===== src/hw/bsed_pkg.sv =====
// shared constants for the block/sector erase link
package bsed_pkg;
	localparam int unsigned CLK_MHZ       = 250;
	localparam int unsigned CLK_PERIOD_NS = 4;
	// opcodes
	localparam logic [7:0] OP_BLOCK_ERASE  = 8'h50;
	localparam logic [7:0] OP_SECTOR_ERASE = 8'h7c;
	// command frame
	localparam int unsigned CMD_BITS = 32;
	localparam int unsigned ADDR_W   = 24;
	localparam int unsigned PAGE_W   = 13;
	localparam int unsigned BLOCK_W  = 10;
	localparam int unsigned SECTOR_W = 6;
	localparam int unsigned CNT_W    = 8;
	// page field position in the address bytes per page-size option
	localparam int unsigned PAGE_LSB_528 = 10;
	localparam int unsigned PAGE_LSB_512 = 9;
	// page counts and first pages of erase units
	localparam logic [7:0]  BLOCK_PAGES  = 8'h08;
	localparam logic [7:0]  SECTOR_PAGES = 8'h80;
	localparam logic [7:0]  SUB0A_PAGES  = 8'h08;
	localparam logic [7:0]  SUB0B_PAGES  = 8'h78;
	localparam logic [12:0] SUB0B_FIRST  = 13'h0008;
	localparam int unsigned BLOCK_SHIFT  = 3;
	localparam int unsigned SECTOR_SHIFT = 7;
	localparam logic [7:0]  ERASED_BYTE  = 8'hff;
	// erase time limits, microseconds
	localparam int unsigned BLOCK_ERASE_TIME_US  = 100;
	localparam int unsigned SECTOR_ERASE_TIME_US = 400;
	// link timing
	localparam int unsigned SCK_PERIOD_NS = 80;
	localparam int unsigned SCK_HALF_CYC  = SCK_PERIOD_NS / (2 * CLK_PERIOD_NS);
	localparam int unsigned CS_HIGH_NS    = 40;
	localparam int unsigned CS_HIGH_CYC   = (CS_HIGH_NS + CLK_PERIOD_NS - 1) / CLK_PERIOD_NS;
endpackage : bsed_pkg


===== src/hw/bsed_link_if.sv =====
// serial link between host controller and flash erase end
`timescale 1ns/10ps
`default_nettype none
interface bsed_link_if;
	logic cs_n;
	logic sck;
	logic si;
	modport flash (input cs_n, input sck, input si);
	modport host  (output cs_n, output sck, output si);
endinterface : bsed_link_if
`default_nettype wire


===== src/hw/bsed_flash_end.sv =====
// flash end: block and sector erase decode and self-timed erase
`timescale 1ns/10ps
`default_nettype none
// Functional notes
// - block erase clears eight aligned pages
// - 528 block: 50h, dummy, ten page bits, 13 dummies
// - 512 block: 50h, 2 dummies, block bits, 12 dummies
// - block from ten upper page bits, 0-1023
// - cs rise starts block erase within limit
// - busy during erase, ready when done
// - failed byte verify sets error flag
// - 64 sectors, one sector per command
// - 528 sub-sector 0a/0b: 7Ch, same layout
// - 512 sub-sector 0a/0b: 7Ch, block bit layout
// - 512 sectors 1-63: 7Ch, sector bits, 16 dummies
// - sector from top six page bits; 0a/0b by bit3
// - cs rise starts sector erase within limit
// - erased bytes read back all ones
module bsed_flash_end #(
	parameter int unsigned BLOCK_ERASE_CYC  = bsed_pkg::BLOCK_ERASE_TIME_US * bsed_pkg::CLK_MHZ,
	parameter int unsigned SECTOR_ERASE_CYC = bsed_pkg::SECTOR_ERASE_TIME_US * bsed_pkg::CLK_MHZ
) (
	// clock and reset
	input  wire logic         sys_clk,
	input  wire logic         sys_rst,
	// link
	bsed_link_if.flash        link,
	// configuration
	input  wire logic         page_512,
	// array side
	input  wire logic         arr_verify_bad,
	output var  logic         arr_erase_go,
	output var  logic [12:0]  arr_first_page,
	output var  logic [7:0]   arr_page_count,
	output var  logic [7:0]   arr_fill_byte,
	output var  logic         arr_erasing,
	// status
	output var  logic         status_ready,
	output var  logic         erase_program_error_flag
);
	typedef enum logic [1:0] {BSED_IDLE, BSED_ERASE, BSED_FINISH} bsed_state_t;

	localparam int unsigned TMR_W = $clog2(BLOCK_ERASE_CYC > SECTOR_ERASE_CYC ?
		BLOCK_ERASE_CYC + 1 : SECTOR_ERASE_CYC + 1);

	// page number out of the address bytes
	function automatic logic [12:0] page_of(input logic [23:0] a, input logic p512);
		logic [23:0] s;
		s = p512 ? (a >> bsed_pkg::PAGE_LSB_512) : (a >> bsed_pkg::PAGE_LSB_528);
		return s[12:0];
	endfunction : page_of

	// link synchronisers
	logic        cs_m;
	logic        cs_s;
	logic        cs_d;
	logic        sck_m;
	logic        sck_s;
	logic        sck_d;
	logic        si_m;
	logic        si_s;
	// frame capture
	logic [31:0] shreg;
	logic [5:0]  bit_cnt;
	// erase engine
	bsed_state_t state;
	bsed_state_t next_state;
	logic [TMR_W-1:0] timer;

	// chip select: two flops, then an edge-detect stage
	always_ff @(posedge sys_clk) begin
		if (sys_rst) begin
			cs_m <= 1'b1;
			cs_s <= 1'b1;
			cs_d <= 1'b1;
		end else begin
			cs_m <= link.cs_n;
			cs_s <= cs_m;
			cs_d <= cs_s;
		end
	end

	// serial clock: two flops, then an edge-detect stage
	always_ff @(posedge sys_clk) begin
		if (sys_rst) begin
			sck_m <= 1'b0;
			sck_s <= 1'b0;
			sck_d <= 1'b0;
		end else begin
			sck_m <= link.sck;
			sck_s <= sck_m;
			sck_d <= sck_s;
		end
	end

	// serial data: same depth as the clock path, so bits line up
	always_ff @(posedge sys_clk) begin
		if (sys_rst) begin
			si_m <= 1'b0;
			si_s <= 1'b0;
		end else begin
			si_m <= link.si;
			si_s <= si_m;
		end
	end

	wire sck_rise = sck_s & ~sck_d & ~cs_s;
	wire cs_rise  = cs_s & ~cs_d;

	// opcode and address split
	wire [7:0]  opcode   = shreg[31:24];
	wire [23:0] addr     = shreg[23:0];
	wire [12:0] page     = page_of(addr, page_512);
	wire        frame_ok = (bit_cnt == 6'(bsed_pkg::CMD_BITS));
	wire        is_block = (opcode == bsed_pkg::OP_BLOCK_ERASE);
	wire        is_sect  = (opcode == bsed_pkg::OP_SECTOR_ERASE);
	wire        start    = cs_rise & frame_ok & (is_block | is_sect) & (state == BSED_IDLE);

	// unit selection
	wire [9:0]  block_num = 10'(page >> bsed_pkg::BLOCK_SHIFT);
	wire [5:0]  sect_num  = 6'(page >> bsed_pkg::SECTOR_SHIFT);
	wire        sect_zero = (sect_num == 6'h00);
	wire        sub_0b    = page[bsed_pkg::BLOCK_SHIFT];
	wire [12:0] blk_first = 13'(block_num) << bsed_pkg::BLOCK_SHIFT;
	wire [12:0] sec_first = sect_zero ? (sub_0b ? bsed_pkg::SUB0B_FIRST : 13'h0000)
	                                  : 13'(sect_num) << bsed_pkg::SECTOR_SHIFT;
	wire [7:0]  sec_count = sect_zero ? (sub_0b ? bsed_pkg::SUB0B_PAGES : bsed_pkg::SUB0A_PAGES)
	                                  : bsed_pkg::SECTOR_PAGES;
	wire [12:0] next_first = is_block ? blk_first : sec_first;
	wire [7:0]  next_count = is_block ? bsed_pkg::BLOCK_PAGES : sec_count;
	wire [TMR_W-1:0] next_limit = is_block ? TMR_W'(BLOCK_ERASE_CYC)
	                                       : TMR_W'(SECTOR_ERASE_CYC);

	// serial capture, msb first, sampled on sck rise
	always_ff @(posedge sys_clk) begin
		if (sys_rst) begin
			shreg   <= 32'h0000_0000;
			bit_cnt <= 6'h00;
		end else if (cs_s) begin
			bit_cnt <= 6'h00;
		end else if (sck_rise) begin
			shreg <= {shreg[30:0], si_s};
			if (bit_cnt <= 6'(bsed_pkg::CMD_BITS))
				bit_cnt <= bit_cnt + 6'h01;
		end
	end

	// erase engine
	wire timer_done = (timer == {TMR_W{1'b0}});

	always_comb begin
		next_state = state;
		case (state)
			BSED_IDLE:   if (start) next_state = BSED_ERASE;
			BSED_ERASE:  if (timer_done) next_state = BSED_FINISH;
			BSED_FINISH: next_state = BSED_IDLE;
			default:     next_state = BSED_IDLE;
		endcase
	end

	always_ff @(posedge sys_clk) begin
		if (sys_rst) begin
			state <= BSED_IDLE;
			timer <= {TMR_W{1'b0}};
		end else begin
			state <= next_state;
			if (start)
				timer <= next_limit - TMR_W'(1);
			else if (state == BSED_ERASE && !timer_done)
				timer <= timer - TMR_W'(1);
		end
	end

	// array command and status outputs
	wire err_set = (state == BSED_ERASE) & arr_verify_bad;

	always_ff @(posedge sys_clk) begin
		if (sys_rst) begin
			arr_erase_go  <= 1'b0;
			arr_fill_byte <= bsed_pkg::ERASED_BYTE;
			arr_erasing   <= 1'b0;
			status_ready  <= 1'b1;
		end else begin
			arr_erase_go  <= start;
			arr_fill_byte <= bsed_pkg::ERASED_BYTE;
			arr_erasing   <= (next_state == BSED_ERASE);
			status_ready  <= (next_state == BSED_IDLE);
		end
	end

	// erase unit, held for the array until the next accepted command
	always_ff @(posedge sys_clk) begin
		if (sys_rst) begin
			arr_first_page <= 13'h0000;
			arr_page_count <= 8'h00;
		end else if (start) begin
			arr_first_page <= next_first;
			arr_page_count <= next_count;
		end
	end

	// sticky error flag, cleared only when a new erase is accepted
	always_ff @(posedge sys_clk) begin
		if (sys_rst)
			erase_program_error_flag <= 1'b0;
		else if (start)
			erase_program_error_flag <= 1'b0;
		else if (err_set)
			erase_program_error_flag <= 1'b1;
	end
endmodule : bsed_flash_end
`default_nettype wire


===== src/flat_wrapper.sv =====
// flat-port wrapper written by rule: the top's interface ports become plain ports
module bsed_flash_end_flat 
#(
	parameter int unsigned BLOCK_ERASE_CYC  = bsed_pkg::BLOCK_ERASE_TIME_US * bsed_pkg::CLK_MHZ,
	parameter int unsigned SECTOR_ERASE_CYC = bsed_pkg::SECTOR_ERASE_TIME_US * bsed_pkg::CLK_MHZ
)
  (sys_clk, sys_rst, page_512, arr_verify_bad, arr_erase_go, arr_first_page, arr_page_count, arr_fill_byte, arr_erasing, status_ready, erase_program_error_flag, link_cs_n, link_sck, link_si);
  bsed_link_if link_i ();
  input  wire logic sys_clk;
  input  wire logic sys_rst;
  input  wire logic page_512;
  input  wire logic arr_verify_bad;
  output var  logic arr_erase_go;
  output var  logic [12:0] arr_first_page;
  output var  logic [7:0] arr_page_count;
  output var  logic [7:0] arr_fill_byte;
  output var  logic arr_erasing;
  output var  logic status_ready;
  output var  logic erase_program_error_flag;
  input wire logic [$bits(link_i.cs_n)-1:0] link_cs_n;
  input wire logic [$bits(link_i.sck)-1:0] link_sck;
  input wire logic [$bits(link_i.si)-1:0] link_si;
  assign link_i.cs_n = link_cs_n;
  assign link_i.sck = link_sck;
  assign link_i.si = link_si;
  bsed_flash_end #(.BLOCK_ERASE_CYC(BLOCK_ERASE_CYC), .SECTOR_ERASE_CYC(SECTOR_ERASE_CYC)) u_core (.sys_clk(sys_clk), .sys_rst(sys_rst), .link(link_i), .page_512(page_512), .arr_verify_bad(arr_verify_bad), .arr_erase_go(arr_erase_go), .arr_first_page(arr_first_page), .arr_page_count(arr_page_count), .arr_fill_byte(arr_fill_byte), .arr_erasing(arr_erasing), .status_ready(status_ready), .erase_program_error_flag(erase_program_error_flag));
endmodule

===== config.mk =====
export PLATFORM = sky130hd
export DESIGN_NAME = bsed_flash_end_flat
export DESIGN_NICKNAME = d
export VERILOG_FILES = /design/src/hw/bsed_pkg.sv /design/src/hw/bsed_link_if.sv /design/src/hw/bsed_flash_end.sv /design/src/flat_wrapper.sv
export SDC_FILE = /design/constraint.sdc
export NUM_CORES = 1
export LEC_CHECK = 0
export BUFFER_PORTS_ARGS = -buffer_cell sky130_fd_sc_hd__buf_4
export CORE_MARGIN = 2
export CORE_UTILIZATION = 55
export DETAILED_ROUTE_END_ITERATION = 10
export PLACE_DENSITY_LB_ADDON = 0.12
export SYNTH_ARGS = -nofsm -noshare
export SYNTH_HDL_FRONTEND = slang
export SYNTH_SLANG_ARGS = --single-unit

===== constraint.sdc =====
create_clock -name sys_clk -period 3.2 [get_ports sys_clk]
set_input_delay 0.64 -clock sys_clk [delete_from_list [all_inputs] [get_ports sys_clk]]
set_output_delay 0.64 -clock sys_clk [all_outputs]
set_load 0.005 [all_outputs]

; Word-level counts from Yosys, hierarchy flattened
; Cells that the tools add are included.
[totals]
ff_bits = 90
in_bits = 7
out_inout_bits = 33
wordCells = 62
[op_classes]
add_sub_neg = 3
order_cmp = 1
n_eq_ne = 5
muxes = 13
bitwise = 11
reduce_logical = 11
[ops]
columns = operator, n
row1 = 2-to-1 mux 17 bit, 3
row2 = 2-to-1 mux 13 bit, 3
row3 = subtractor 17 x 1 -> 17 bit (second input constant), 2
row4 = zero test 17 bit, 1
row5 = equality test 8 x 7 -> 1 bit (second input constant), 2
row6 = 2-to-1 mux 8 bit, 2
row7 = bitwise AND 1 bit, 7
row8 = 2-to-1 mux 7 bit, 1
row9 = adder 6 x 1 -> 6 bit (second input constant), 1
row10 = equality test 6 bit (second input constant), 1
row11 = less-or-equal comparator 6 bit (second input constant), 1
row12 = zero test 6 bit, 1
row13 = equality test 2 x 1 -> 1 bit (second input constant), 2
row14 = zero test 2 bit, 2
row15 = 2-to-1 mux 2 bit, 2
row16 = 2-to-1 mux 4 bit, 1
row17 = one-hot mux 2 bit (2 select lines), 1
row18 = AND reduction 2 bit, 2
row19 = OR reduction 2 bit, 2
row20 = NOT 1 bit, 3
row21 = nonzero test 2 bit, 1
row22 = logical AND 1 bit, 1
row23 = zero test 1 bit, 1
row24 = OR 1 bit, 1

; Longest topological paths before layout
[depth]
depth_word = 8
mapped_depth = 14

; Worst setup path after synthesis
; No wires, ideal clock.
[synth_path]
path_type = register -> register
from = register u_core.shreg[24]
to = register u_core.timer[14]
setup_time_ns = 0.117
arrival_ns = 2.451
t_required_ns = 3.083
setup_slack_ns = 0.631
path_stages_with_launch = 12
n_path_buf = 2
synth_period_minus_slack_ns = 2.569
path_cell_list = dfxtp_1 > nor4b_1 > nand4b_1 > or2_2 > buf_2 > clkbuf_1 > nand2_1 > ha_1 > nand4b_1 > nor2_1 > o21ai_2 > a32o_1
[synth_via]
elab_chain_cells = 5
[synth_lines]
columns = element, line_no
row1 = "start, declared", bsed_flash_end.sv:63  ; logic [31:0] shreg;
row2 = "start signal, assigned", bsed_flash_end.sv:142  ; shreg <= {shreg[30:0], si_s};
row3 = branches (longest 5 deep; another with subtractor 17 x 1 -> 17 bit), n/a
row4 = "end signal, assigned", bsed_flash_end.sv:164  ; timer <= {TMR_W{1'b0}};
row5 = "end signal, assigned", bsed_flash_end.sv:168  ; timer <= next_limit - TMR_W'(1);
row6 = "end signal, assigned", bsed_flash_end.sv:170  ; timer <= timer - TMR_W'(1);
row7 = "end, declared", bsed_flash_end.sv:68  ; logic [TMR_W-1:0] timer;
; Parallel ways; which one is timed is not known.
; A chain may end at the register's enable or synchronous reset.

; Final worst setup path
[layout_path]
from = register u_core.shreg[24]
to = register u_core.timer[8]
; Same word-level chain as after synthesis.

==> reports/summary.txt <==
Worst setup SP type = flop
Final ANT Viol Nets = 0
Clock sink total = 82
Lkg Pwr = 1.42 nW
Largest net degree at the start of global routing = 38
Vias post-DR = 2796
# hold bufs at CTS = 0
Most frequent cells in the layout = dfxtp_1 (82), nand2_1 (79), a21oi_1 (45)
Non-filler cells in the finished layout = 510
Final TNS setup = 0 ns
Status = complete, no violations
Final net count = 438
Sequential share of the synthesized area = 0.470
Die X = 83.7 um
Final hold vios = 0
CTS resizes = 0
Setup bufs post-CTS = 0
I/O pin count = 40
Worst setup EP type = flop
Die Area = 0.00701 mm^2
Number of global-route vias before repair = 2567
Slew headroom = 0.409
Clock Path Buffers = 2
Most common cell after layout, fill and taps aside = dfxtp_1
Remaining Overflow, GRT = 0
Syn. warnings = 0
GPL Wtd Cong = 0.892
Placed cells = 494
Synth Cell Area = 0.00349 mm^2
Post-synth ARST share = 0
Vias/cell = 5.48
Slew Viols, Final = 0
Max-cap violation count = 0
Final Cycle Share = 0.877
Dpl ws = 0.454 ns
Fmax = 357 MHz
Min-delay worst type = flop to flop
Core Box Area = 0.00624 mm^2
DRC errors left = 0
Dpl hpwl = 4.71 mm
RSZ-0062 raised after global routing = false
First-pass GRT wire length = 11.9 mm
Minimum clock period = 2.80 ns
Unique masters post-synth = 50
Row count = 29
Initial antenna violation count = 0
Worst Setup Slack, final = 0.395 ns
# setup viols final = 0
Kind of critical path = flop to flop
DR WL/cell = 13.6 um
TritonCTS Buffers = 9
Layout area overhead = 10.3%
Critical path peak fanout = 25
Share of cells above drive strength 1 = 0.143
Final Power = 1.81 mW
N_diodes = 0
Iter 0 DRT Violations = 134
CTS tree = done
Worst slew pin tran = 0.875 ns
Tot GR Track Use = 0.207
Maximum VDD drop = 330 uV
H-tree depth = 3
Die Span Y = 83.7 um
Clk_lat worst skew = 0.35 ns
P per Cell Area = 469 mW/mm^2
Seq cells post-synth = 82
Top_reg_cell synth = dfxtp_1
First-pass iteration count of the detailed router = 4
IO Port Bufs = 25
Routed WL = 6.95 mm
Syn Inst Count = 413
Avg Cell Area, Syn = 8.46 um^2
Post-synth EDFFs = 0
Initial core utilization = 0.560
Arr. time, crit path = 3.03 ns
Fin Clk Skew = 0.00812 ns
Critical Path RT = 3.42 ns
Clock root buffer = clkbuf_8
Worst-path clk slew = 0.08 ns
-- metal layers --
metal | track usage | vias up | routed length (um)
met5 | 0 | - | 0
met1 | 0.270 | 1305 | 3230
li1 | - | 1425 | -
met3 | 0.0386 | 11 | 249
met4 | 0.0850 | 0 | 131
met2 | 0.339 | 55 | 3330
-- synthesized netlist by cell type, types with 4 or more instances --
cell      count  share of area
dfxtp_1      82           0.47
nand2_1      79          0.085
a21oi_1      45          0.064
nor2_1       37          0.040
clkbuf_1     19          0.020
buf_4        16          0.034
o21ai_0      11          0.016
nor3_1       10          0.014
nor4_1        8          0.014
a211oi_1      7          0.015
xnor2_1       7          0.018
mux2i_1       6          0.017
nor2b_1       6          0.011
o21ai_1       5         0.0072
inv_1         4         0.0043
nor4b_1       4          0.010
or2_2         4         0.0072
or3_1         4         0.0072
-- stage by stage --
stage	utilization	cell area, um^2	hold slack [ns]
5_1_grt	0.618	3860	0.427
3_3_place_gp	0.585	3650	0.407
6_report	0.618	3860	0.423
3_5_place_dp	0.585	3650	0.403
2_1_floorplan	-	3540	0.389
4_1_cts	0.618	3860	0.422
-- cell families after synthesis --
| family | count (synthesis) | synth area share |
|---|---|---|
| flops | 82 | 0.470 |
| other cells | 2 | 0.00215 |
| fa+ha+maj | 3 | 0.0107 |
| compound gates | 89 | 0.163 |
| simple gates | 177 | 0.241 |
| mux | 9 | 0.0269 |
| xor+xnor | 10 | 0.0251 |
| buf+inv | 41 | 0.0619 |
-- registers in the layout, indices dropped and copies added (netlist names), 2 cells and up --
| name | count |
|---|---|
| u_core.shreg | 32 |
| u_core.timer | 17 |
| u_core.arr_first_page | 10 |
| u_core.bit_cnt | 6 |
| u_core.arr_page_count | 3 |
| u_core.state | 2 |
-- area by class of cell --
cell class / count / area [um^2]
clock buffers: 10 / 138
well taps: 77 / 96.3
flip-flops and latches: 82 / 1640
inverters: 4 / 15.0
multi-input cells: 302 / 1680
fillers: 581 / 2380
clock inverters: 6 / 66.3
repair buffers: 29 / 218
-- path summary, 6_finish.rpt --
check        depth (start not counted)                           end  slack (ns)                          start
min reg2reg                          1        u_core.cs_s$_SDFF_PP1_        0.42         u_core.cs_m$_SDFF_PP1_
min                                  1        u_core.cs_s$_SDFF_PP1_        0.42         u_core.cs_m$_SDFF_PP1_
max reg2reg                          9  u_core.timer[8]$_SDFFE_PP0P_        0.40  u_core.shreg[24]$_SDFFE_PP0P_
max                                  9  u_core.timer[8]$_SDFFE_PP0P_        0.40  u_core.shreg[24]$_SDFFE_PP0P_
-- critical path, cell delays in order (launching register included) --
cell	delay [ns]
dfxtp_1	0.33
nor4b_1	0.43
nand4b_1	0.28
or2_2	0.57
nand2_1	0.14
ha_1	0.23
nand2_1	0.10
nor4_1	0.34
and3_1	0.21
nor4_1	0.04
-- power by group --
group	total (mW)	internal, mW	switching, mW
Clock	0.743	0.381	0.362
Sequential	1.02	1.02	0.00128
Combinational	0.0396	0.0119	0.0277
Total	1.81	1.42	0.391
Power figures use the tool's default switching activity.
